--- src/common/dia_pkg.sv ---
// constants, offsets and types shared by the interrupt activation block
package dia_pkg;
   // register byte offsets on the lite bus
   localparam logic [7:0] OFS_PSW = 8'h00;
   localparam logic [7:0] OFS_IER = 8'h04;
   localparam logic [7:0] OFS_DTE = 8'h08;
   localparam logic [7:0] OFS_SWI = 8'h0C;
   localparam logic [7:0] OFS_NONMASKABLE_ENABLE_REG = 8'h10;
   localparam logic [7:0] OFS_SKIPCTL = 8'h14;
   localparam logic [7:0] OFS_PEND = 8'h18;
   localparam logic [7:0] OFS_STAT = 8'h1C;
   localparam logic [7:0] OFS_PRIO = 8'h40;
   // field positions
   localparam int PSW_GIE_BIT = 0;
   localparam int PSW_IPL_LSB = 4;
   localparam int IPL_W = 4;
   localparam int SWI_TRIG_BIT = 0;
   localparam int NONMASKABLE_ENABLE_REG_BIT = 0;
   localparam int RRS_BIT = 0;
   localparam int STAT_NMI_BIT = 0;
   localparam int STAT_SKIP_BIT = 1;
   localparam int STAT_BUSY_BIT = 2;
   localparam int STAT_CPU_BIT = 3;
   // reset values
   localparam logic GIE_RESET = 1'b0;
   localparam logic [3:0] IPL_RESET = 4'h0;
   localparam logic [3:0] PRIO_RESET = 4'h0;
   localparam logic RRS_RESET = 1'b0;
   // bus responses
   localparam logic [1:0] RESP_OKAY = 2'h0;
   localparam logic [1:0] RESP_SLVERR = 2'h2;
   // transfer controller hand-off states
   typedef enum logic [1:0] {TC_IDLE, TC_REQ, TC_BUSY} dia_tc_state_t;
endpackage : dia_pkg

--- src/hdl/dia_irq_activation.sv ---
// interrupt acceptance and transfer-controller activation with lite register slave
// Functional notes
// - Per-vector transfer enables and the software interrupt register live in this unit.
// - Writing the software trigger bit raises a software request that takes the normal path.
// - A transfer that asks for a processor interrupt raises one for the vector that started it.
// - A peripheral request reaches the processor only with global enable, source enable and peripheral enable.
// - A maskable request is taken only if its level is strictly above the processor level.
// - Each source's level comes from its own priority register, not a fixed order.
// - Request flags of all sources, including the non-maskable one, are held here.
// - Maskable sources use the source enable register, the non-maskable one its own enable.
// - The processor level reads zero after reset, so with global enable any source whose level is above zero is admitted.
// - The global enable flag is zero after reset, masking all maskable requests.
// - Writing the global flag to one admits maskable requests, zero masks them.
// - Clearing the read-skip control bit resets the skip flag so information is read afresh.
//
// Implementation choices: the AXI4-Lite slave port and the address map.
module dia_irq_activation #(
   parameter int NUM_SRC = 8,
   parameter int NS = NUM_SRC + 1,
   parameter int VW = $clog2(NS)
) (
   input wire logic aclk, // system clock
   input wire logic aresetn, // synchronous reset, active low
   input wire logic [7:0] awaddr, // write address
   input wire logic awvalid, // write address valid
   output logic awready, // write address ready
   input wire logic [31:0] wdata, // write data
   input wire logic [3:0] wstrb, // write byte strobes
   input wire logic wvalid, // write data valid
   output logic wready, // write data ready
   output logic [1:0] bresp, // write response
   output logic bvalid, // write response valid
   input wire logic bready, // write response ready
   input wire logic [7:0] araddr, // read address
   input wire logic arvalid, // read address valid
   output logic arready, // read address ready
   output logic [31:0] rdata, // read data
   output logic [1:0] rresp, // read response
   output logic rvalid, // read data valid
   input wire logic rready, // read data ready
   input wire logic [NUM_SRC-1:0] periph_req, // peripheral request pulses
   input wire logic [NUM_SRC-1:0] periph_req_en, // peripheral request enable bits
   input wire logic nmi_pin, // external non-maskable pin
   output logic cpu_irq, // request to processor
   output logic [VW-1:0] cpu_vec, // vector of that request
   output logic [3:0] cpu_level, // level of that request
   input wire logic cpu_ack, // processor takes the request
   output logic nmi_irq, // non-maskable request to processor
   input wire logic nmi_ack, // processor takes the nmi
   output logic xfer_req, // activation request to transfer controller
   output logic [VW-1:0] xfer_vec, // vector that activates it
   output logic xfer_skip, // information read may be skipped
   input wire logic xfer_ack, // transfer controller takes activation
   input wire logic xfer_done, // transfer sequence ended
   input wire logic xfer_cpu_irq // with done: processor interrupt wanted
);
   localparam int SWI = NUM_SRC; // software source index

   logic aw_got_q, w_got_q, awready_q, wready_q, bvalid_q, arready_q, rvalid_q;
   logic [7:0] awaddr_q;
   logic [31:0] wdata_q, rdata_q;
   logic [3:0] wstrb_q;
   logic [1:0] bresp_q, rresp_q;
   logic wr_do, wr_ok, rd_ok;
   logic [31:0] rd_val;
   logic gie_q, rrs_q, nonmaskable_enable_reg_q, skip_q, nmi_flag_q, xfer_skip_q;
   logic [3:0] ipl_q;
   logic [NS-1:0] ier_q, dte_q, pend_q, post_q, pend_set, pend_clr, cpu_cand, xfer_cand;
   logic [3:0] prio_q [NS];
   logic sw_trig, nmi_s1_q, nmi_s2_q, nmi_s3_q;
   dia_pkg::dia_tc_state_t tc_q;
   logic xfer_req_q, cpu_irq_q;
   logic [VW-1:0] xfer_vec_q, cpu_vec_q, cpu_sel, xfer_sel;
   logic [3:0] cpu_level_q, cpu_best, xfer_best;
   logic cpu_any, xfer_any;

   // merge written bytes into an old word
   function automatic logic [31:0] wmerge(input logic [31:0] old, input logic [31:0] nw,
                                          input logic [3:0] st);
      logic [31:0] r;
      r = old;
      for (int b = 0; b < 4; b++) begin
         if (st[b]) begin
            r[b*8 +: 8] = nw[b*8 +: 8];
         end
      end
      return r;
   endfunction : wmerge

   // map a byte address to a priority entry
   function automatic logic prio_hit(input logic [7:0] a, input int i);
      return a == 8'(int'(dia_pkg::OFS_PRIO) + 4 * i);
   endfunction : prio_hit

   assign wr_do = aw_got_q && w_got_q && !bvalid_q;

   // write channels: take address and data in any order, answer after both
   always_ff @(posedge aclk) begin
      if (!aresetn) begin
         aw_got_q <= 1'b0;
         w_got_q <= 1'b0;
         awready_q <= 1'b1;
         wready_q <= 1'b1;
         bvalid_q <= 1'b0;
         bresp_q <= dia_pkg::RESP_OKAY;
         awaddr_q <= 8'h00;
         wdata_q <= 32'h0000_0000;
         wstrb_q <= 4'h0;
      end else begin
         if (awvalid && awready_q) begin
            aw_got_q <= 1'b1;
            awready_q <= 1'b0;
            awaddr_q <= awaddr;
         end
         if (wvalid && wready_q) begin
            w_got_q <= 1'b1;
            wready_q <= 1'b0;
            wdata_q <= wdata;
            wstrb_q <= wstrb;
         end
         if (wr_do) begin
            aw_got_q <= 1'b0;
            w_got_q <= 1'b0;
            bvalid_q <= 1'b1;
            bresp_q <= wr_ok ? dia_pkg::RESP_OKAY : dia_pkg::RESP_SLVERR;
         end
         if (bvalid_q && bready) begin
            bvalid_q <= 1'b0;
            awready_q <= 1'b1;
            wready_q <= 1'b1;
         end
      end
   end

   // write decode: known offsets answer okay
   always_comb begin
      wr_ok = awaddr_q inside {dia_pkg::OFS_PSW, dia_pkg::OFS_IER, dia_pkg::OFS_DTE,
                               dia_pkg::OFS_SWI, dia_pkg::OFS_NONMASKABLE_ENABLE_REG, dia_pkg::OFS_SKIPCTL,
                               dia_pkg::OFS_PEND, dia_pkg::OFS_STAT};
      for (int i = 0; i < NS; i++) begin
         if (prio_hit(awaddr_q, i)) begin
            wr_ok = 1'b1;
         end
      end
   end

   // read mux
   always_comb begin
      rd_val = 32'h0000_0000;
      rd_ok = 1'b1;
      unique case (araddr)
         dia_pkg::OFS_PSW: begin
            rd_val[dia_pkg::PSW_GIE_BIT] = gie_q;
            rd_val[dia_pkg::PSW_IPL_LSB +: dia_pkg::IPL_W] = ipl_q;
         end
         dia_pkg::OFS_IER: rd_val[NS-1:0] = ier_q;
         dia_pkg::OFS_DTE: rd_val[NS-1:0] = dte_q;
         dia_pkg::OFS_SWI: rd_val[dia_pkg::SWI_TRIG_BIT] = pend_q[SWI];
         dia_pkg::OFS_NONMASKABLE_ENABLE_REG: rd_val[dia_pkg::NONMASKABLE_ENABLE_REG_BIT] = nonmaskable_enable_reg_q;
         dia_pkg::OFS_SKIPCTL: rd_val[dia_pkg::RRS_BIT] = rrs_q;
         dia_pkg::OFS_PEND: rd_val[NS-1:0] = pend_q | post_q;
         dia_pkg::OFS_STAT: begin
            rd_val[dia_pkg::STAT_NMI_BIT] = nmi_flag_q;
            rd_val[dia_pkg::STAT_SKIP_BIT] = skip_q;
            rd_val[dia_pkg::STAT_BUSY_BIT] = tc_q != dia_pkg::TC_IDLE;
            rd_val[dia_pkg::STAT_CPU_BIT] = cpu_irq_q;
         end
         default: rd_ok = 1'b0;
      endcase
      for (int i = 0; i < NS; i++) begin
         if (prio_hit(araddr, i)) begin
            rd_val[3:0] = prio_q[i];
            rd_ok = 1'b1;
         end
      end
   end

   // read channel: data one cycle after the address is taken
   always_ff @(posedge aclk) begin
      if (!aresetn) begin
         arready_q <= 1'b1;
         rvalid_q <= 1'b0;
         rdata_q <= 32'h0000_0000;
         rresp_q <= dia_pkg::RESP_OKAY;
      end else if (arvalid && arready_q) begin
         arready_q <= 1'b0;
         rvalid_q <= 1'b1;
         rdata_q <= rd_ok ? rd_val : 32'h0000_0000;
         rresp_q <= rd_ok ? dia_pkg::RESP_OKAY : dia_pkg::RESP_SLVERR;
      end else if (rvalid_q && rready) begin
         rvalid_q <= 1'b0;
         arready_q <= 1'b1;
      end
   end

   // control registers written by software
   always_ff @(posedge aclk) begin
      if (!aresetn) begin
         gie_q <= dia_pkg::GIE_RESET;
         ipl_q <= dia_pkg::IPL_RESET;
         ier_q <= '0;
         dte_q <= '0;
         nonmaskable_enable_reg_q <= 1'b0;
         rrs_q <= dia_pkg::RRS_RESET;
      end else if (wr_do) begin
         if (awaddr_q == dia_pkg::OFS_PSW && wstrb_q[0]) begin
            gie_q <= wdata_q[dia_pkg::PSW_GIE_BIT];
            ipl_q <= wdata_q[dia_pkg::PSW_IPL_LSB +: dia_pkg::IPL_W];
         end
         if (awaddr_q == dia_pkg::OFS_IER) begin
            ier_q <= NS'(wmerge(32'(ier_q), wdata_q, wstrb_q));
         end
         if (awaddr_q == dia_pkg::OFS_DTE) begin
            dte_q <= NS'(wmerge(32'(dte_q), wdata_q, wstrb_q));
         end
         if (awaddr_q == dia_pkg::OFS_NONMASKABLE_ENABLE_REG && wstrb_q[0] && wdata_q[dia_pkg::NONMASKABLE_ENABLE_REG_BIT]) begin
            nonmaskable_enable_reg_q <= 1'b1;
         end
         if (awaddr_q == dia_pkg::OFS_SKIPCTL && wstrb_q[0]) begin
            rrs_q <= wdata_q[dia_pkg::RRS_BIT];
         end
      end
   end

   // per-source priority entries
   for (genvar g = 0; g < NS; g++) begin : g_prio
      always_ff @(posedge aclk) begin
         if (!aresetn) begin
            prio_q[g] <= dia_pkg::PRIO_RESET;
         end else if (wr_do && wstrb_q[0] && prio_hit(awaddr_q, g)) begin
            prio_q[g] <= wdata_q[3:0];
         end
      end
   end

   // software trigger and request flag set and clear terms
   assign sw_trig = wr_do && awaddr_q == dia_pkg::OFS_SWI && wstrb_q[0] &&
                    wdata_q[dia_pkg::SWI_TRIG_BIT];
   always_comb begin
      pend_set = {sw_trig, periph_req & periph_req_en};
      pend_clr = '0;
      if (wr_do && awaddr_q == dia_pkg::OFS_PEND) begin
         pend_clr = NS'(wmerge(32'h0000_0000, wdata_q, wstrb_q));
      end
      if (tc_q == dia_pkg::TC_IDLE && xfer_any) begin
         pend_clr[xfer_sel] = 1'b1;
      end
      if (cpu_irq_q && cpu_ack) begin
         pend_clr[cpu_vec_q] = 1'b1;
      end
   end

   // request flags of every maskable source; a new event beats a clear
   always_ff @(posedge aclk) begin
      if (!aresetn) begin
         pend_q <= '0;
      end else begin
         pend_q <= (pend_q & ~pend_clr) | pend_set;
      end
   end

   // processor requests owed by finished transfers
   always_ff @(posedge aclk) begin
      if (!aresetn) begin
         post_q <= '0;
      end else begin
         if (cpu_irq_q && cpu_ack) begin
            post_q[cpu_vec_q] <= 1'b0;
         end
         if (tc_q == dia_pkg::TC_BUSY && xfer_done && xfer_cpu_irq) begin
            post_q[xfer_vec_q] <= 1'b1;
         end
      end
   end

   // pick the highest-level candidate for each path, lowest index on a tie
   always_comb begin
      xfer_cand = pend_q & ier_q & dte_q;
      cpu_cand = '0;
      cpu_any = 1'b0;
      cpu_sel = '0;
      cpu_best = 4'h0;
      xfer_any = 1'b0;
      xfer_sel = '0;
      xfer_best = 4'h0;
      for (int i = 0; i < NS; i++) begin
         cpu_cand[i] = gie_q && prio_q[i] > ipl_q &&
                       ((pend_q[i] && ier_q[i] && !dte_q[i]) || post_q[i]);
         if (cpu_cand[i] && (!cpu_any || prio_q[i] > cpu_best)) begin
            cpu_any = 1'b1;
            cpu_sel = VW'(i);
            cpu_best = prio_q[i];
         end
         if (xfer_cand[i] && (!xfer_any || prio_q[i] > xfer_best)) begin
            xfer_any = 1'b1;
            xfer_sel = VW'(i);
            xfer_best = prio_q[i];
         end
      end
   end

   // processor request: held until taken, withdrawn if the global flag drops
   always_ff @(posedge aclk) begin
      if (!aresetn) begin
         cpu_irq_q <= 1'b0;
         cpu_vec_q <= '0;
         cpu_level_q <= 4'h0;
      end else if (!cpu_irq_q) begin
         if (cpu_any) begin
            cpu_irq_q <= 1'b1;
            cpu_vec_q <= cpu_sel;
            cpu_level_q <= cpu_best;
         end
      end else if (cpu_ack || !gie_q) begin
         cpu_irq_q <= 1'b0;
      end
   end

   // transfer controller hand-off
   always_ff @(posedge aclk) begin
      if (!aresetn) begin
         tc_q <= dia_pkg::TC_IDLE;
         xfer_req_q <= 1'b0;
         xfer_vec_q <= '0;
      end else begin
         unique case (tc_q)
            dia_pkg::TC_IDLE: begin
               if (xfer_any) begin
                  tc_q <= dia_pkg::TC_REQ;
                  xfer_req_q <= 1'b1;
                  xfer_vec_q <= xfer_sel;
               end
            end
            dia_pkg::TC_REQ: begin
               if (xfer_ack) begin
                  tc_q <= dia_pkg::TC_BUSY;
                  xfer_req_q <= 1'b0;
               end
            end
            dia_pkg::TC_BUSY: begin
               if (xfer_done) begin
                  tc_q <= dia_pkg::TC_IDLE;
               end
            end
         endcase
      end
   end

   // information read-skip flag
   always_ff @(posedge aclk) begin
      if (!aresetn) begin
         skip_q <= 1'b0;
         xfer_skip_q <= 1'b0;
      end else begin
         if (!rrs_q) begin
            skip_q <= 1'b0;
         end else if (tc_q == dia_pkg::TC_BUSY && xfer_done) begin
            skip_q <= 1'b1;
         end
         xfer_skip_q <= skip_q && rrs_q;
      end
   end

   // non-maskable pin: synchronise, detect rise, hold flag until taken
   always_ff @(posedge aclk) begin
      if (!aresetn) begin
         nmi_s1_q <= 1'b0;
         nmi_s2_q <= 1'b0;
         nmi_s3_q <= 1'b0;
         nmi_flag_q <= 1'b0;
      end else begin
         nmi_s1_q <= nmi_pin;
         nmi_s2_q <= nmi_s1_q;
         nmi_s3_q <= nmi_s2_q;
         if (nmi_s2_q && !nmi_s3_q && nonmaskable_enable_reg_q) begin
            nmi_flag_q <= 1'b1;
         end else if (nmi_ack) begin
            nmi_flag_q <= 1'b0;
         end
      end
   end

   assign awready = awready_q;
   assign wready = wready_q;
   assign bvalid = bvalid_q;
   assign bresp = bresp_q;
   assign arready = arready_q;
   assign rvalid = rvalid_q;
   assign rdata = rdata_q;
   assign rresp = rresp_q;
   assign cpu_irq = cpu_irq_q;
   assign cpu_vec = cpu_vec_q;
   assign cpu_level = cpu_level_q;
   assign nmi_irq = nmi_flag_q;
   assign xfer_req = xfer_req_q;
   assign xfer_vec = xfer_vec_q;
   assign xfer_skip = xfer_skip_q;
endmodule : dia_irq_activation

--- config.mk ---
export PLATFORM = sky130hd
export DESIGN_NAME = dia_irq_activation
export DESIGN_NICKNAME = d
export VERILOG_FILES = /design/src/common/dia_pkg.sv /design/src/hdl/dia_irq_activation.sv
export SDC_FILE = /design/constraint.sdc
export NUM_CORES = 1
export LEC_CHECK = 0
export BUFFER_PORTS_ARGS = -buffer_cell sky130_fd_sc_hd__clkbuf_2
export CAP_MARGIN = 10
export CORE_ASPECT_RATIO = 0.7
export CORE_MARGIN = 1.5
export CORE_UTILIZATION = 53
export DETAILED_ROUTE_END_ITERATION = 6
export PLACE_DENSITY = 0.78
export SYNTH_ARGS = -nofsm -noshare
export SYNTH_HDL_FRONTEND = slang
export SYNTH_SLANG_ARGS = --single-unit
--- constraint.sdc ---
create_clock -name aclk -period 12.4 [get_ports aclk]
set_input_delay 3.72 -clock aclk [delete_from_list [all_inputs] [get_ports aclk]]
set_output_delay 3.72 -clock aclk [all_outputs]
set_load 0.01 [all_outputs]
## Word level (Yosys, flattened, before mapping)

Memory sizes are Yosys's and may differ from the RTL's.
Cells that the tools add are included.

- $add $sub $neg: 0
- Multipliers: 0
- Divide/modulo/power cells: 0
- $lt $le $gt $ge: 31
- Eq/ne operators: 37
- Shift operators: 0
- Mux-type cells: 153
- Bitwise gates (word level): 23
- Reduce and logical (&&, ||, !) cells: 164

Operators by type and width:

| operator | number |
|---|---|
| 4-bit 2-to-1 mux | 49 |
| 8-bit by 7-bit equality test with 1-bit output, second input constant | 18 |
| 4-bit greater-than comparator | 25 |
| 1-bit logical AND | 87 |
| 1-bit 2-to-1 mux | 82 |
| 8-bit by 5-bit equality test with 1-bit output, second input constant | 8 |
| 9-bit 2-to-1 mux | 7 |
| 9-bit OR | 5 |
| 9-bit AND | 4 |
| 8-bit by 4-bit equality test with 1-bit output, second input constant | 4 |
| 1-bit logical NOT | 28 |
| 1-bit logical OR | 26 |
| 9-bit inverter | 2 |
| 3-bit AND reduction | 6 |
| 8-bit by 3-bit equality test with 1-bit output, second input constant | 2 |
| 8-bit logical NOT | 2 |
| 4-bit one-hot mux with 4 select lines | 1 |
| 4-bit by 5-bit < comparator with 1-bit output, second input constant | 3 |
| 1-bit demux with 4-bit select | 3 |
| 4-bit by 1-bit greater-or-equal comparator with 1-bit output, second input constant | 3 |
| 3-bit one-hot mux with 4 select lines | 1 |
| 2-bit AND reduction | 6 |
| 2-bit 2-to-1 mux | 5 |
| 1-bit OR | 9 |
| other kinds (15) | 22 |

- Flip-flop bits (word level): 127
- Bits in latches: 0
- RAM bits: 36
- ROM bits: 0
- Input bits: 81
- Output and inout bits: 57
- Logic and storage cells: 444
- Memories kept: 1

Memory list:

| memory | depth | width | read ports | clocked after memory_dff | write ports | line | RTL |
|---|---|---|---|---|---|---|---|
| prio_q | 9 | 4 | 9 | 0 | 9 | dia_irq_activation.sv:69 | `logic [3:0] prio_q [NS];` |

## Logic depth before layout (Yosys ltp)

Gate-level depths: netlist of the first run.

- Depth after elaboration: 46
- Depth in mapped cells: 77
- Depth with buffers taken out: 73

## Least setup slack after synthesis of the first run

No wires, ideal clock.

- Path kind: register to register
- Start: register ier_q[0]
- End: register pend_q[4]
- Setup time: 117 ps
- Arrival: 12874 ps
- Data required time: 12283 ps
- Path slack: -591 ps
- Stages on the path, launching flop included: 63
- Buffers on the path: 4
- Clock period less this slack: 12991 ps
- Path through: dfxtp_1 and3_1 buf_6 nand2_1 ha_1 nor2b_1 o211ai_1 a211o_1 a32oi_2 ha_1 and4_1 a211oi_1 o21a_1 a221oi_1 or2_2 ha_1 nor2b_1 o211a_1 (+27 left out) ha_1 nor2b_1 o21a_1 o21a_1 o21a_1 o21ai_0 nand3_1 o211a_1 ha_1 nor2b_1 o21a_1 o21a_1 o21ai_0 o21ai_0 a21oi_1 nand2_1 or4b_1 a32o_1

- Longest elaborated chain between the ends: 46
- Elaborated cells on any way between the ends: 72
- Classes of those cells: 10 x order compare; 29 x mux; 7 x bitwise; 26 x reduce/logical

RTL lines:

| item | line | RTL |
|---|---|---|
| start, declared | dia_irq_activation.sv:68 | `logic [NS-1:0] ier_q, dte_q, pend_q, post_q, pend_set, pend_clr, cpu_cand, xfer_cand;` |
| start signal, assigned | dia_irq_activation.sv:211 | `ier_q <= NS'(wmerge(32'(ier_q), wdata_q, wstrb_q));` |
| 9-bit AND * (2 in a row) | dia_irq_activation.sv:278 | `xfer_cand = pend_q & ier_q & dte_q;` |
| 4-bit 2-to-1 mux / 1-bit 2-to-1 mux (equally long branches) | dia_irq_activation.sv:294 | `if (xfer_cand[i] && (!xfer_any \|\| prio_q[i] > xfer_best)) begin` |
| 4-bit greater-than comparator / 1-bit logical NOT (equally long branches) | dia_irq_activation.sv:294 |  |
| 1-bit logical OR | dia_irq_activation.sv:294 |  |
| 1-bit logical AND | dia_irq_activation.sv:294 |  |
| 4-bit 2-to-1 mux / 1-bit 2-to-1 mux (equally long branches) | dia_irq_activation.sv:294 |  |
| 4-bit greater-than comparator / 1-bit logical NOT (equally long branches) | dia_irq_activation.sv:294 |  |
| 1-bit logical OR | dia_irq_activation.sv:294 |  |
| (+29 left out) | - |  |
| 1-bit demux with 4-bit select | dia_irq_activation.sv:246 | `pend_clr[xfer_sel] = 1'b1;` |
| 9-bit OR (no line) | - |  |
| 9-bit 2-to-1 mux * | dia_irq_activation.sv:245 | `if (tc_q == dia_pkg::TC_IDLE && xfer_any) begin` |
| 9-bit OR (no line) | - |  |
| 9-bit 2-to-1 mux * | dia_irq_activation.sv:248 | `if (cpu_irq_q && cpu_ack) begin` |
| 9-bit inverter * | dia_irq_activation.sv:258 | `pend_q <= (pend_q & ~pend_clr) \| pend_set;` |
| 9-bit AND * | dia_irq_activation.sv:258 |  |
| 9-bit OR * | dia_irq_activation.sv:258 |  |
| end signal, assigned | dia_irq_activation.sv:258 |  |
| end, declared | dia_irq_activation.sv:68 |  |

Every way passes the cells marked *; elsewhere a longest branch is shown, timed or not.
A chain may end at the register's enable or synchronous reset.

## Worst setup path after layout of the first run

- Start: register ipl_q[1]
- End: register cpu_level_q[0] (netlist: cpu_level[0])

- Longest elaborated chain between the ends: 37
- Elaborated cells on any way between the ends: 78
- Classes of those cells: 17 x order compare; 18 x mux; 43 x reduce/logical

RTL lines:

| item | line | RTL |
|---|---|---|
| start, declared | dia_irq_activation.sv:67 | `logic [3:0] ipl_q;` |
| start signal, assigned | dia_irq_activation.sv:200 | `ipl_q <= dia_pkg::IPL_RESET;` |
| start signal, assigned | dia_irq_activation.sv:208 | `ipl_q <= wdata_q[dia_pkg::PSW_IPL_LSB +: dia_pkg::IPL_W];` |
| 4-bit greater-than comparator | dia_irq_activation.sv:287 | `cpu_cand[i] = gie_q && prio_q[i] > ipl_q &&` |
| 1-bit logical AND (2 in a row) | dia_irq_activation.sv:287 |  |
| 4-bit 2-to-1 mux / 1-bit 2-to-1 mux (equally long branches) | dia_irq_activation.sv:289 | `if (cpu_cand[i] && (!cpu_any \|\| prio_q[i] > cpu_best)) begin` |
| 4-bit greater-than comparator / 1-bit logical NOT (equally long branches) | dia_irq_activation.sv:289 |  |
| 1-bit logical OR | dia_irq_activation.sv:289 |  |
| 1-bit logical AND | dia_irq_activation.sv:289 |  |
| 4-bit 2-to-1 mux / 1-bit 2-to-1 mux (equally long branches) | dia_irq_activation.sv:289 |  |
| 4-bit greater-than comparator / 1-bit logical NOT (equally long branches) | dia_irq_activation.sv:289 |  |
| (+20 left out) | - |  |
| 1-bit logical OR | dia_irq_activation.sv:289 |  |
| 1-bit logical AND | dia_irq_activation.sv:289 |  |
| 4-bit 2-to-1 mux / 1-bit 2-to-1 mux (equally long branches) | dia_irq_activation.sv:289 |  |
| 4-bit greater-than comparator / 1-bit logical NOT (equally long branches) | dia_irq_activation.sv:289 |  |
| 1-bit logical OR | dia_irq_activation.sv:289 |  |
| 1-bit logical AND | dia_irq_activation.sv:289 |  |
| 1-bit 2-to-1 mux | dia_irq_activation.sv:289 |  |
| 2-bit AND reduction (no line) | - |  |
| end signal, assigned | dia_irq_activation.sv:312 | `cpu_level_q <= cpu_best;` |
| end, declared | dia_irq_activation.sv:74 | `logic [3:0] cpu_level_q, cpu_best, xfer_best;` |

Several ways; a longest one is shown, not always the timed one.

==> impl.org, run 1 <==
** Logic synthesis
- Share of synthesized area spent on multiplexers :: between 3 and 4%
- Of the total synthesized cell area, the portion taken by XOR and XNOR cells is 0%.
- Summing every instance area after synthesis gives around 0.010 mm^2.
- Number of flops mapped to enable cells by yosys :: 36
- The synthesized design contains between 100 and 150 register bits.
- Fraction of the mapped netlist area in compound gates :: between 20% and 30%
- Synthesis instantiated 79 different standard cells from the library.
- Yosys printed 0 warnings.
- After synthesis, the share of flip-flops with an asynchronous set or reset is 0%.
- Primary FF master, synth :: sky130_fd_sc_hd__dfxtp_1
- Biggest area consumer among synthesized cells :: sky130_fd_sc_hd__dfxtp_1
- Part of the Yosys area used for sequential elements :: 30.7%
- Cells after synthesis :: ~1.2k
- Main combinational cell family by area after synthesis :: compound AO/OA/AOI/OAI gates
- Area share of the largest cell type after synthesis :: about a fifth
- The average instance in the mapped netlist occupies 8.23 um^2.
- Basic-gate share of the synthesized area counting and, or, nand and nor cells :: a little under a quarter
- Largest cells by area after synthesis :: sky130_fd_sc_hd__dfxtp_1, sky130_fd_sc_hd__ha_1, sky130_fd_sc_hd__edfxtp_1
- The synthesized netlist devotes 12.7% of its cell area to adder and majority cells.

** Setup path
- The worst register-to-register path begins at ipl_q[1].
- Most prevalent standard cell on the critical path :: sky130_fd_sc_hd__o21a_1
- Reg2reg setup slack :: -230 ps
- Delay of the slowest critical-path stage :: 360 ps
- Master of the slowest instance on the critical path :: sky130_fd_sc_hd__a311o_1
- For the worst flop-to-flop path, the logic depth is between 70 and 80.
- Setup crit start kind :: flop
- Worst path arrival time :: 12,990 ps
- By startpoint and endpoint, the worst setup path is classified as flop to flop.
- The worst register-to-register path ends at cpu_level[0].
- Along the worst path, the maximum fanout reaches 6.
- At the worst endpoint, the required time is 12,760 ps.
- The worst setup path is captured at a flop.

** Clocking
- The cell sitting at the root of the clock tree is a sky130_fd_sc_hd__clkbuf_16.
- The number of clock buffers added by TritonCTS is 17.
- Clock net sink count :: 138
- TritonCTS clock tree :: done
- Htree depth :: 4
- Insertion delay to the later sink of the worst-skew pair :: between 400 and 500 ps
- Buffer depth of the longest clock path :: 2
- After clock tree synthesis, the clock-pin slew on the worst setup and hold paths is 70 ps.

** STA
- Number of failing setup endpoints in the final timing report :: 12
- The count of final max-slew check failures is 0.
- The total count of hold-check failures in the final report came to 0.
- Post-route setup slack :: -227 ps
- Highest attainable clock frequency :: between 70 and 80 MHz
- The routed design could run at a clock period as short as between 10,000 and 15,000 ps.
- RSZ-0062 raised after global routing :: yes
- Post-route clock period utilization :: 102%
- Slew of the pin with the lowest slew margin :: 1170 ps
- Post-route clock skew :: ~12 ps
- In this run the tightest slew margin relative to its limit is about a fifth.

** Drt
- After detailed routing, the number of vias per cell comes to around 6.5.
- Avg WL per Cell :: around 22 um
- Detailed-route via count :: approximately 11k
- Once detail routing completed, the nets flagged for antenna violations numbered 0.
- The first TritonRoute pass finished after 7 iterations.
- After detailed routing, the number of remaining DRC violations is 6.
- In this run, the number of DRC markers left after iteration 0 of detailed routing was 1,471.
- The routed design has roughly 38,000 um of wire.

** Global routing
- Global routing consumed, over all layers together, 36.2% of the routing resources.
- Number of antenna violations at the first check in global routing :: 0
- Residual overflow from global routing :: 0
- Global-route wire length before repair :: approximately 56,000 um
- Via count of the first global-routing pass :: about 10k
- Entering global routing, the biggest net connects 51 pins.

** Finish
- Area growth, synth to finish :: 30.1%
- Once layout is done, the placed cells without fillers occupy about 0.013 mm^2.
- Most frequent cells in the layout :: sky130_fd_sc_hd__buf_4, sky130_fd_sc_hd__nor2_1, sky130_fd_sc_hd__nand2_1
- Fraction of final layout cells sized beyond drive strength 1 :: around 28%
- Final standard cell utilization of the core :: 70.3%
- Most common cell after layout, fill and taps aside :: sky130_fd_sc_hd__buf_4
- The net count of the finished layout is around 1.7k.
- Area used by multi-input combinational logic :: roughly 0.0073 mm^2
- The repair_antennas step left the layout with diodes totalling 0.
- Count of fill cells added during filler insertion :: approximately 1.4k
- Sequential standard cell area :: 0.00312 mm^2

** Placed design
- Global placer's final weighted congestion :: roughly 1
- Detailed placement ended at an HPWL of 26,500 um.
- IO buf count :: slightly below 90
- Placed standard-cell area :: ~0.011 mm^2

** Pwr
- Power spread over the standard cell area amounts to 87.3 mW/mm^2.
- VDD sags by at most about 0.000076 V.
- Overall power consumption after layout is estimated at approximately 1.2 mW.
- Leakage power of the design :: about 5.4 nW

** Worst hold path
- Worst min path class :: flop to flop
- Worst Min Path Start :: nmi_s1_q
- For hold timing, the worst endpoint is nmi_s2_q.
- Count of cells along the worst hold path :: 1

** Die
- Initial Util :: a little over half
- Area of the die :: approximately 0.020 mm^2
- From left edge to right edge, the die measures between 150 and 200 um.
- roughly 140 I/O pins were placed.
- The initialized floorplan defines 42 standard-cell rows.
- DIE HEIGHT :: 119 um
- The region available for standard cell placement spans between 0.015 and 0.02 mm^2.

** Run status
- The final reports fail on DRC, setup timing.
- Result of the run :: complete, but fails checks

** Flow run
- Number of maximum-capacitance constraint violations :: 0
## cells by family after synthesis
kind of cell    count (synthesis)
mux                            36
buf+inv                       123
flops                         138
simple gates                  479
compound gates                358
fa+ha+maj                     103
other cells                     1
## per-stage QoR
step | TNS, ps | instances | setup WS [ps] | hold slack [ps]
after CTS | -65.9 | 1701 | -46.6 | 439
after floorplan | -30.9 | 1262 | -30.9 | 412
final | -1430 | 1721 | -227 | 436
after global routing | -11100 | 1721 | -752 | 457
after global placement | -2070 | 1619 | -291 | 415
after detailed placement | -4470 | 1619 | -517 | 423
## synth_stat cells, types with 6 or more instances
cell type / number
sky130_fd_sc_hd__nor2_1: 121
sky130_fd_sc_hd__nand2_1: 113
sky130_fd_sc_hd__ha_1: 103
sky130_fd_sc_hd__dfxtp_1: 102
sky130_fd_sc_hd__a21oi_1: 94
sky130_fd_sc_hd__o21ai_0: 61
sky130_fd_sc_hd__nand3_1: 52
sky130_fd_sc_hd__clkbuf_1: 48
sky130_fd_sc_hd__inv_1: 45
sky130_fd_sc_hd__and2_1: 44
sky130_fd_sc_hd__edfxtp_1: 36
sky130_fd_sc_hd__mux2i_1: 32
sky130_fd_sc_hd__nor2b_1: 26
sky130_fd_sc_hd__o21a_1: 26
sky130_fd_sc_hd__buf_4: 25
sky130_fd_sc_hd__nand4_1: 24
sky130_fd_sc_hd__nor3_1: 23
sky130_fd_sc_hd__a22oi_1: 21
sky130_fd_sc_hd__o211ai_1: 17
sky130_fd_sc_hd__nand2b_1: 16
sky130_fd_sc_hd__a31oi_1: 15
sky130_fd_sc_hd__a21o_1: 14
sky130_fd_sc_hd__and3_1: 11
sky130_fd_sc_hd__a221oi_1: 8
sky130_fd_sc_hd__nand3b_1: 8
sky130_fd_sc_hd__o31ai_1: 8
sky130_fd_sc_hd__or2_2: 8
sky130_fd_sc_hd__o21ai_1: 7
sky130_fd_sc_hd__a311o_1: 6
sky130_fd_sc_hd__a32oi_1: 6
sky130_fd_sc_hd__nor4_1: 6
## how the worst max path moves through the flow
stage	start	end	cells after the start
2_1_floorplan	ier_q[0]	pend_q[4]	67
3_3_place_gp	prio_q[0][2]	cpu_level[2]	69
3_5_place_dp	prio_q[0][2]	cpu_level[3]	69
4_1_cts	prio_q[0][3]	cpu_vec[2]	69
5_1_grt	prio_q[0][3]	pend_q[4]	65
6_report	ipl_q[1]	cpu_level[0]	71
## layout make-up
class                   instances  share of cell area [%]
multi-input cells            1001                    54.8
flip-flops and latches        138                    23.6
repair buffers                263                    13.5
clock buffers                  17                    3.21
well taps                     242                    2.28
clock inverters                15                    1.37
inverters                      45                    1.27
## worst max-delay path: cells and delay by family (launching register included)
family	cells	cell delay, ps
simple gates	17	2060
fa+ha+maj	9	2180
flops	1	340
compound gates	39	6960
buf+inv	6	940
## power by group
group / total, mW / switching [mW] / internal (mW)
Clock: 0.526 / 0.221 / 0.305
Sequential: 0.505 / 0.0290 / 0.476
Combinational: 0.126 / 0.0764 / 0.0496
Total: 1.16 / 0.327 / 0.831
## registers in the layout, summed over array words and instances (netlist names), 2 cells and up
signal     count
ier_q          9
tc_q           2
rdata          9
wdata_q        9
xfer_vec       4
ipl_q          4
post_q         9
awaddr_q       8
pend_q         9
dte_q          9
wstrb_q        2
cpu_level      4
cpu_vec        4
prio_q        36
## timing repair
action	CTS	global route
setup endpoints to repair	16	21
setup buffers	50	22
hold buffers	0	0
gates resized for setup	48	81
pin swaps	40	63
## routing by layer
metal / GRT usage [%] / wire (um) / part of all wire [%] / vias to the layer above
li1: - / - / - / 5018
met1: 50.0 / 15000 / 40 / 5218
met3: 10.2 / 5120 / 14 / 117
met2: 53.9 / 16200 / 43 / 794
met5: 0 / 0 / 0 / -
met4: 12.9 / 1300 / 3.5 / 0
Power figures use the tool's default switching activity.
==> inputs of run 2 (changes only) <==
--- a/config.mk
+++ b/config.mk
@@ -12,6 +12,7 @@
 export CORE_UTILIZATION = 53
 export DETAILED_ROUTE_END_ITERATION = 6
 export PLACE_DENSITY = 0.78
+export REMOVE_ABC_BUFFERS = 1
 export SYNTH_ARGS = -nofsm -noshare
 export SYNTH_HDL_FRONTEND = slang
 export SYNTH_SLANG_ARGS = --single-unit
==> impl.org, run 2 (synthesis gave the netlist of run 1 again) <==
** Flow run
- Number of maximum-capacitance constraint violations :: 0

** Placed design
- The congestion estimate from routability-driven global placement came to between 1 and 1.5.
- Setup Slack @ Placement :: -913 ps
- The HPWL after detailed placement is ~26,000 um.
- Once placement finished, the instance area stood at roughly 0.012 mm^2.
- IO buf count :: 87

** Global routing
- Residual overflow from global routing :: 0
- The initial antenna violation count is 1.
- The number of global-route vias before repair is roughly 11k.
- Global routing consumed, on the met2 layer, a little under three fifths of the routing resources.
- In this run the most used layer during global routing was met2.
- Maximum number of pins on one net before global-route repair :: 83
- For met3 alone, demand over resource in global routing was 11.0%.
- Global-route wire length before repair :: approximately 59,000 um
- Overall track demand over capacity in global routing :: a little under two fifths
- For this run, global-route usage on met1 was measured as around 51%.

** Finish
- # nets final :: about 1.7k
- Most flops, register :: prio_q
- Cells with a size suffix above 1 make up roughly a third of the layout.
- At the end of the flow the core is filled with cells to approximately three quarters.
- Inserted Diodes :: 0
- Most frequent cells in the layout :: sky130_fd_sc_hd__buf_4, sky130_fd_sc_hd__nor2_1, sky130_fd_sc_hd__nand2_1
- Most common cell after layout, fill and taps aside :: sky130_fd_sc_hd__buf_4
- Final cell area excluding filler cells :: about 0.014 mm^2
- The register with the most flip-flops in the layout has 36 of them.
- Area growth, synth to finish :: 37.5%

** STA
- The final critical path takes up 106% of the cycle.
- Clock skew on the completed layout was measured at 5.84 ps.
- Summed over all failing endpoints, the final setup total negative slack is -5650 ps.
- Final slew viol count :: 0
- Measured against its own limit, the worst slew margin works out to 18.8%.
- After layout, the minimum clock period comes to between 10,000 and 15,000 ps.
- Derived from the worst setup path, the maximum achievable clock frequency is roughly 76 MHz.
- The total count of hold-check failures in the final report was 0.
- Setup violations remaining at the end of the flow were counted as 13.
- RSZ-0062 raised after global routing :: yes
- Post-route setup slack :: -730 ps
- Slew of the pin with the lowest slew margin :: 1210 ps

** Drt
- After detailed routing, the number of vias per cell comes to approximately 6.7.
- The first detailed-routing pass took 7 iterations.
- Post-DRT Antenna Nets :: 0
- Number of design-rule violations left by the first detailed-router iteration :: around 1.8k
- The final layout contains routed wiring with a total length of about 42,000 um.
- After detailed routing, the average wire length per cell comes to around 24 um.
- For this run, design rule violations remaining after detail routing come to 1.
- Detailed-route via count :: 12.0k

** Setup path
- The worst setup path is captured at a flop.
- On the worst path, the slowest cell contributes a delay of ~430 ps.
- Most prevalent standard cell on the critical path :: sky130_fd_sc_hd__o21a_1
- In this run the register-to-register setup slack is -730 ps.
- On the critical path, the stage with the largest delay is an instance of sky130_fd_sc_hd__edfxtp_1.
- Data arrives at the worst endpoint at about 13,000 ps.
- Setup crit start kind :: flop
- Category of the most critical setup path :: flop to flop
- Largest fanout of any net on the critical path :: 8
- The number of cells on the worst reg-to-reg path is between 70 and 80.
- Worst path required time :: approximately 13,000 ps

** Pwr
- Final total power :: 1.14 mW
- For this design the ratio of total power to cell area is about 80 mW/mm^2.
- VDD sags by at most between 0.0001 and 0.00015 V.
- Leakage power of the design :: between 5 and 6 nW

** Die
- Initial Util :: a little over half
- The floorplan step defined a core boundary enclosing ~0.019 mm^2.
- Number of ports placed on the die boundary :: ~140
- Area of the die :: 0.0201 mm^2
- The die is roughly 120 um tall.
- In this run the horizontal extent of the chip is about 170 um.
- The floorplan has 42 rows.

** Clocking
- Htree depth :: 4
- The clock passes through at most 2 buffers.
- Clock net sink count :: about 140
- TritonCTS clock tree :: done
- TritonCTS buffer count :: 17
- The tree is rooted in a sky130_fd_sc_hd__clkbuf_16.
- After clock tree synthesis, the clock-pin slew on the worst setup and hold paths is around 60 ps.
- For the worst-skew pair, the clock arrives at the later sink with an insertion delay of roughly 430 ps.

** Worst hold path
- Count of cells along the worst hold path :: 1
- The path class of the tightest hold or removal check is flop to flop.

** Run status
- The flow ran to the end, but the final reports show violations.
- Failing checks :: DRC, setup timing
## run 2: cell count changes in the layout (fill, tap and decap cells not counted), moves of 4 or more
cell / before / now
sky130_fd_sc_hd__a21oi_1: 82 / 77
sky130_fd_sc_hd__a41oi_2: 0 / 5
sky130_fd_sc_hd__dfxtp_2: 1 / 5
sky130_fd_sc_hd__ha_4: 18 / 26
sky130_fd_sc_hd__dfxtp_1: 101 / 97
sky130_fd_sc_hd__buf_6: 8 / 23
sky130_fd_sc_hd__ha_1: 82 / 69
sky130_fd_sc_hd__ha_2: 3 / 8
sky130_fd_sc_hd__o21ai_0: 48 / 44
sky130_fd_sc_hd__nor2b_1: 21 / 16
sky130_fd_sc_hd__nor2b_4: 5 / 10
sky130_fd_sc_hd__a41oi_1: 5 / 0
sky130_fd_sc_hd__buf_4: 168 / 217
## run 2: cell type report
| class | count | area, um^2 |
|---|---|---|
| multi-input cells | 1001 | 7520 |
| well taps | 242 | 303 |
| clock buffers | 19 | 454 |
| fillers | 1285 | 4850 |
| flip-flops and latches | 138 | 3130 |
| inverters | 45 | 171 |
| repair buffers | 327 | 2320 |
| clock inverters | 12 | 114 |
## run 2: power breakdown
group          switching (mW)  leakage (nW)  internal [mW]  total, mW
registers              0.0277          1.20          0.476      0.504
clock network           0.210         0.281          0.289      0.500
logic                  0.0842          4.31         0.0563      0.141
## run 2: worst paths after layout
check | startpoint | endpoint
setup / recovery | prio_q[0][1] | cpu_vec[2]
hold / removal | nmi_s1_q | nmi_s2_q
setup reg to reg | prio_q[0][1] | cpu_vec[2]
hold reg to reg | nmi_s1_q | nmi_s2_q
## run 2: metal layers
metal  share of wire (%)  wire, um  vias to the layer above
met4                 6.3      2640                        0
met5                   0         0                        -
met1                  38     15900                     5526
li1                    -         -                     5158
met3                  14      5840                      290
met2                  42     17600                      996
## run 2: stage by stage
| step | cells | hold WS [ps] |
|---|---|---|
| after detailed placement | 1654 | 432 |
| after global routing | 1784 | 475 |
| after floorplan | 1184 | 412 |
| after CTS | 1761 | 446 |
| final | 1784 | 443 |
| after global placement | 1654 | 419 |
## run 2: worst max-delay path: cells and delay by family, from the launching register on
kind,cells,cell delay (ps)
AOI/OAI and AO/OA,39,7290
adders and majority gates,9,2200
and+or+nand+nor,17,1880
buffers and inverters,8,1210
DFF,1,430
## run 2: timing repair
item / CTS / global route
setup buffers: 76 / 31
endpoints found under the setup margin: 19 / 21
pin swaps: 53 / 94
resized for setup: 70 / 139
hold buffers: 0 / 0
==> inputs of run 3 (changes only) <==
--- a/config.mk
+++ b/config.mk
@@ -9,9 +9,9 @@
 export CAP_MARGIN = 10
 export CORE_ASPECT_RATIO = 0.7
 export CORE_MARGIN = 1.5
-export CORE_UTILIZATION = 53
+export CORE_UTILIZATION = 62
 export DETAILED_ROUTE_END_ITERATION = 6
-export PLACE_DENSITY = 0.78
+export PLACE_DENSITY = 0.86
 export REMOVE_ABC_BUFFERS = 1
 export SYNTH_ARGS = -nofsm -noshare
 export SYNTH_HDL_FRONTEND = slang
==> constraint.sdc (replaced) <==
create_clock -name aclk -period 15.3 [get_ports aclk]
set_input_delay 4.59 -clock aclk [delete_from_list [all_inputs] [get_ports aclk]]
set_output_delay 4.59 -clock aclk [all_outputs]
set_load 0.01 [all_outputs]
==> impl.org, run 3 (synthesis gave the netlist of run 1 again) <==
** Run status
- Result of the run :: finished, final reports clean

** Finish
- Most common cell after layout, fill and taps aside :: sky130_fd_sc_hd__nor2_1
- The library cells used most frequently in the layout, excluding fill and tap cells, are sky130_fd_sc_hd__nor2_1, sky130_fd_sc_hd__nand2_1, sky130_fd_sc_hd__ha_1.
- # nets final :: ~1.5k
- Fraction of final layout cells sized beyond drive strength 1 :: 12.6%
- More flip-flops sit in one register than any other, and that register is prio_q.
- Area growth, synth to finish :: 10.9%
- The register with the most flip-flops in the layout has 36 of them.
- 0 antenna diodes ended up in the layout.

** STA
- Setup slack closes at roughly 640 ps.
- Final hold analysis gives a worst-case slack of between 400 and 500 ps.
- Max-Slew Margin vs Limit :: around 14%
- Adding up every negative setup slack in the final design gives 0 ps.
- Post-route minimum period :: between 10,000 and 15,000 ps
- Setup violations remaining at the end of the flow were counted as 0.
- Setup repair after global routing left no endpoint under its margin.
- Of the available clock period, the critical path in the final layout requires between 90% and 100%.
- Slew of the pin with the lowest slew margin :: 1280 ps
- Highest attainable clock frequency :: between 60 and 70 MHz
- The total count of hold-check failures in the final report was 0.
- Post-route clock skew :: 12.1 ps
- The count of final max-slew check failures came to 0.

** Pwr
- The analysis attributes to cell leakage a power of ~4.5 nW.
- IR drop worst, VDD :: about 0.000093 V
- Dividing total power by cell area gives a power density of 79.9 mW/mm^2.

** Die
- Total number of placement rows :: 38
- Area of the die :: around 0.017 mm^2
- During I/O placement, the number of pins put on the boundary was approximately 140.
- Die width :: roughly 160 um
- The floorplan step set the die height to ~110 um.
- Core area :: 0.0158 mm^2
- Initial Util :: between 60% and 70%

** Clocking
- CTS placed an instance of sky130_fd_sc_hd__clkbuf_16 at the clock tree root.
- TritonCTS clock tree :: done
- Buffer depth of the longest clock path :: 2
- Htree depth :: 4
- Insertion delay to the later sink of the worst-skew pair :: 430 ps
- For this design, the CTS-stage hold fixing added 0 buffers.
- Clock-pin transition on the worst setup and hold timing paths :: 60 ps
- Clock net sink count :: 138
- Counting the buffers created by CTS gives 17.

** Setup path
- By instance count, the cell type seen most on the critical path is sky130_fd_sc_hd__ha_1.
- The critical path in this run is classified as flop to flop.
- The worst register-to-register path begins at pend_q[0].
- Delay of the slowest critical-path stage :: ~570 ps
- In this run the critical register-to-register path is captured at pend_q[4].
- Worst path required time :: approximately 16,000 ps
- Worst path arrival time :: ~15,000 ps
- The number of cells on the worst reg-to-reg path is 60.
- Largest fanout of any net on the critical path :: 13
- Setup crit start kind :: flop
- Across all register-to-register paths, the minimum setup slack is around 640 ps.
- Master of the slowest instance on the critical path :: sky130_fd_sc_hd__or4b_1
- Kind of end point of the critical path :: flop

** Global routing
- Residual overflow from global routing :: 0
- Maximum number of pins on one net before global-route repair :: 84
- Number of antenna violations at the first check in global routing :: 0
- Global-route wire length before repair :: around 50,000 um
- Across every metal layer, demand over resource in global routing totals roughly two fifths.
- Via count of the first global-routing pass :: between 9k and 10k

** Worst hold path
- The worst hold path begins at nmi_s1_q.
- The worst hold path terminates at nmi_s2_q.
- Counting instances, the worst hold path has a depth of 1.
- The min-delay analysis places its worst path in the category flop to flop.

** Drt
- Post-DRT Antenna Nets :: 0
- Number of design-rule violations left by the first detailed-router iteration :: roughly 1.3k
- Detailed-route via count :: 10.3k
- DRC violations left :: 0
- Avg WL per Cell :: around 21 um
- In the routed layout, each cell is associated on average with a via count of between 6 and 7.
- For this block, the routed nets add up to 32,600 um of wire.
- The first detailed-routing pass ran for 6 iterations.

** Placed design
- Setup Slack @ Placement :: between 600 and 700 ps
- Global placer's final weighted congestion :: 1.00
- Detailed placement ended at an HPWL of between 20,000 and 25,000 um.
- The count of buffers added on input and output ports is between 80 and 90.

** Flow run
- Across the run, the number of max-cap violations was 0.
[run 3: cell count changes in the layout (fill, tap and decap cells not counted), sizes merged]
cell | previous run | this run
buf | 240 | 12
clkbuf | 106 | 110
clkinv | 5 | 6
clkinvlp | 1 | 0
inv | 50 | 47
[run 3: timing repair]
item,4_1_cts,5_1_grt
setup endpoints to repair,0,19
buffers inserted,0,0
gates resized for setup,0,9
[run 3: power by group]
part	leakage [nW]	internal (mW)	switching, mW
clock	0.293	0.247	0.159
sequential	1.20	0.386	0.0204
combinational	3.01	0.0339	0.0564
[run 3: cell type report]
class	instances	area [um^2]
tap	220	275
clock inverter	9	86.3
clock buffer	23	499
multi-input combinational	1001	6620
inverter	45	169
fill	1264	4490
sequential	138	3120
timing repair buffer	99	526
[run 3: how the worst max path moves through the flow]
| stage | slack [ps] | from | to | cells past startpoint |
|---|---|---|---|---|
| 3_5_place_dp | 680 | pend_q[0] | pend_q[4] | 60 |
| 6_report | 640 | pend_q[0] | pend_q[4] | 60 |
| 2_1_floorplan | 2130 | ipl_q[3] | cpu_level[0] | 69 |
| 5_1_grt | 40 | prio_q[0][2] | cpu_level[0] | 71 |
| 3_3_place_gp | 980 | pend_q[0] | pend_q[4] | 60 |
| 4_1_cts | 520 | pend_q[0] | pend_q[4] | 60 |
[run 3: worst max-delay path, delay by kind of cell, from the launching register on]
kind / cells / cell delay [ps]
compound gates: 33 / 7780
fa+ha+maj: 8 / 2320
buf+inv: 2 / 200
flops: 1 / 430
mux: 1 / 210
simple gates: 16 / 3610
[run 3: metrics by stage]
stage	power (mW)	cell area, um^2	std cells	util (%)
2_1_floorplan	0.462	9880	1184	-
3_3_place_gp	0.496	10700	1503	67.7
3_5_place_dp	0.500	10700	1503	67.7
4_1_cts	0.896	11300	1535	71.4
5_1_grt	0.930	11300	1535	71.6
6_report	0.902	11300	1535	71.6
[run 3: metal layers]
metal | share of wire (%) | GRT usage, % | up-vias
li1 | - | - | 4692
met1 | 40 | 52.7 | 4740
met2 | 41 | 56.2 | 727
met3 | 16 | 13.0 | 92
met4 | 3.1 | 13.5 | 0
met5 | 0 | 0 | -
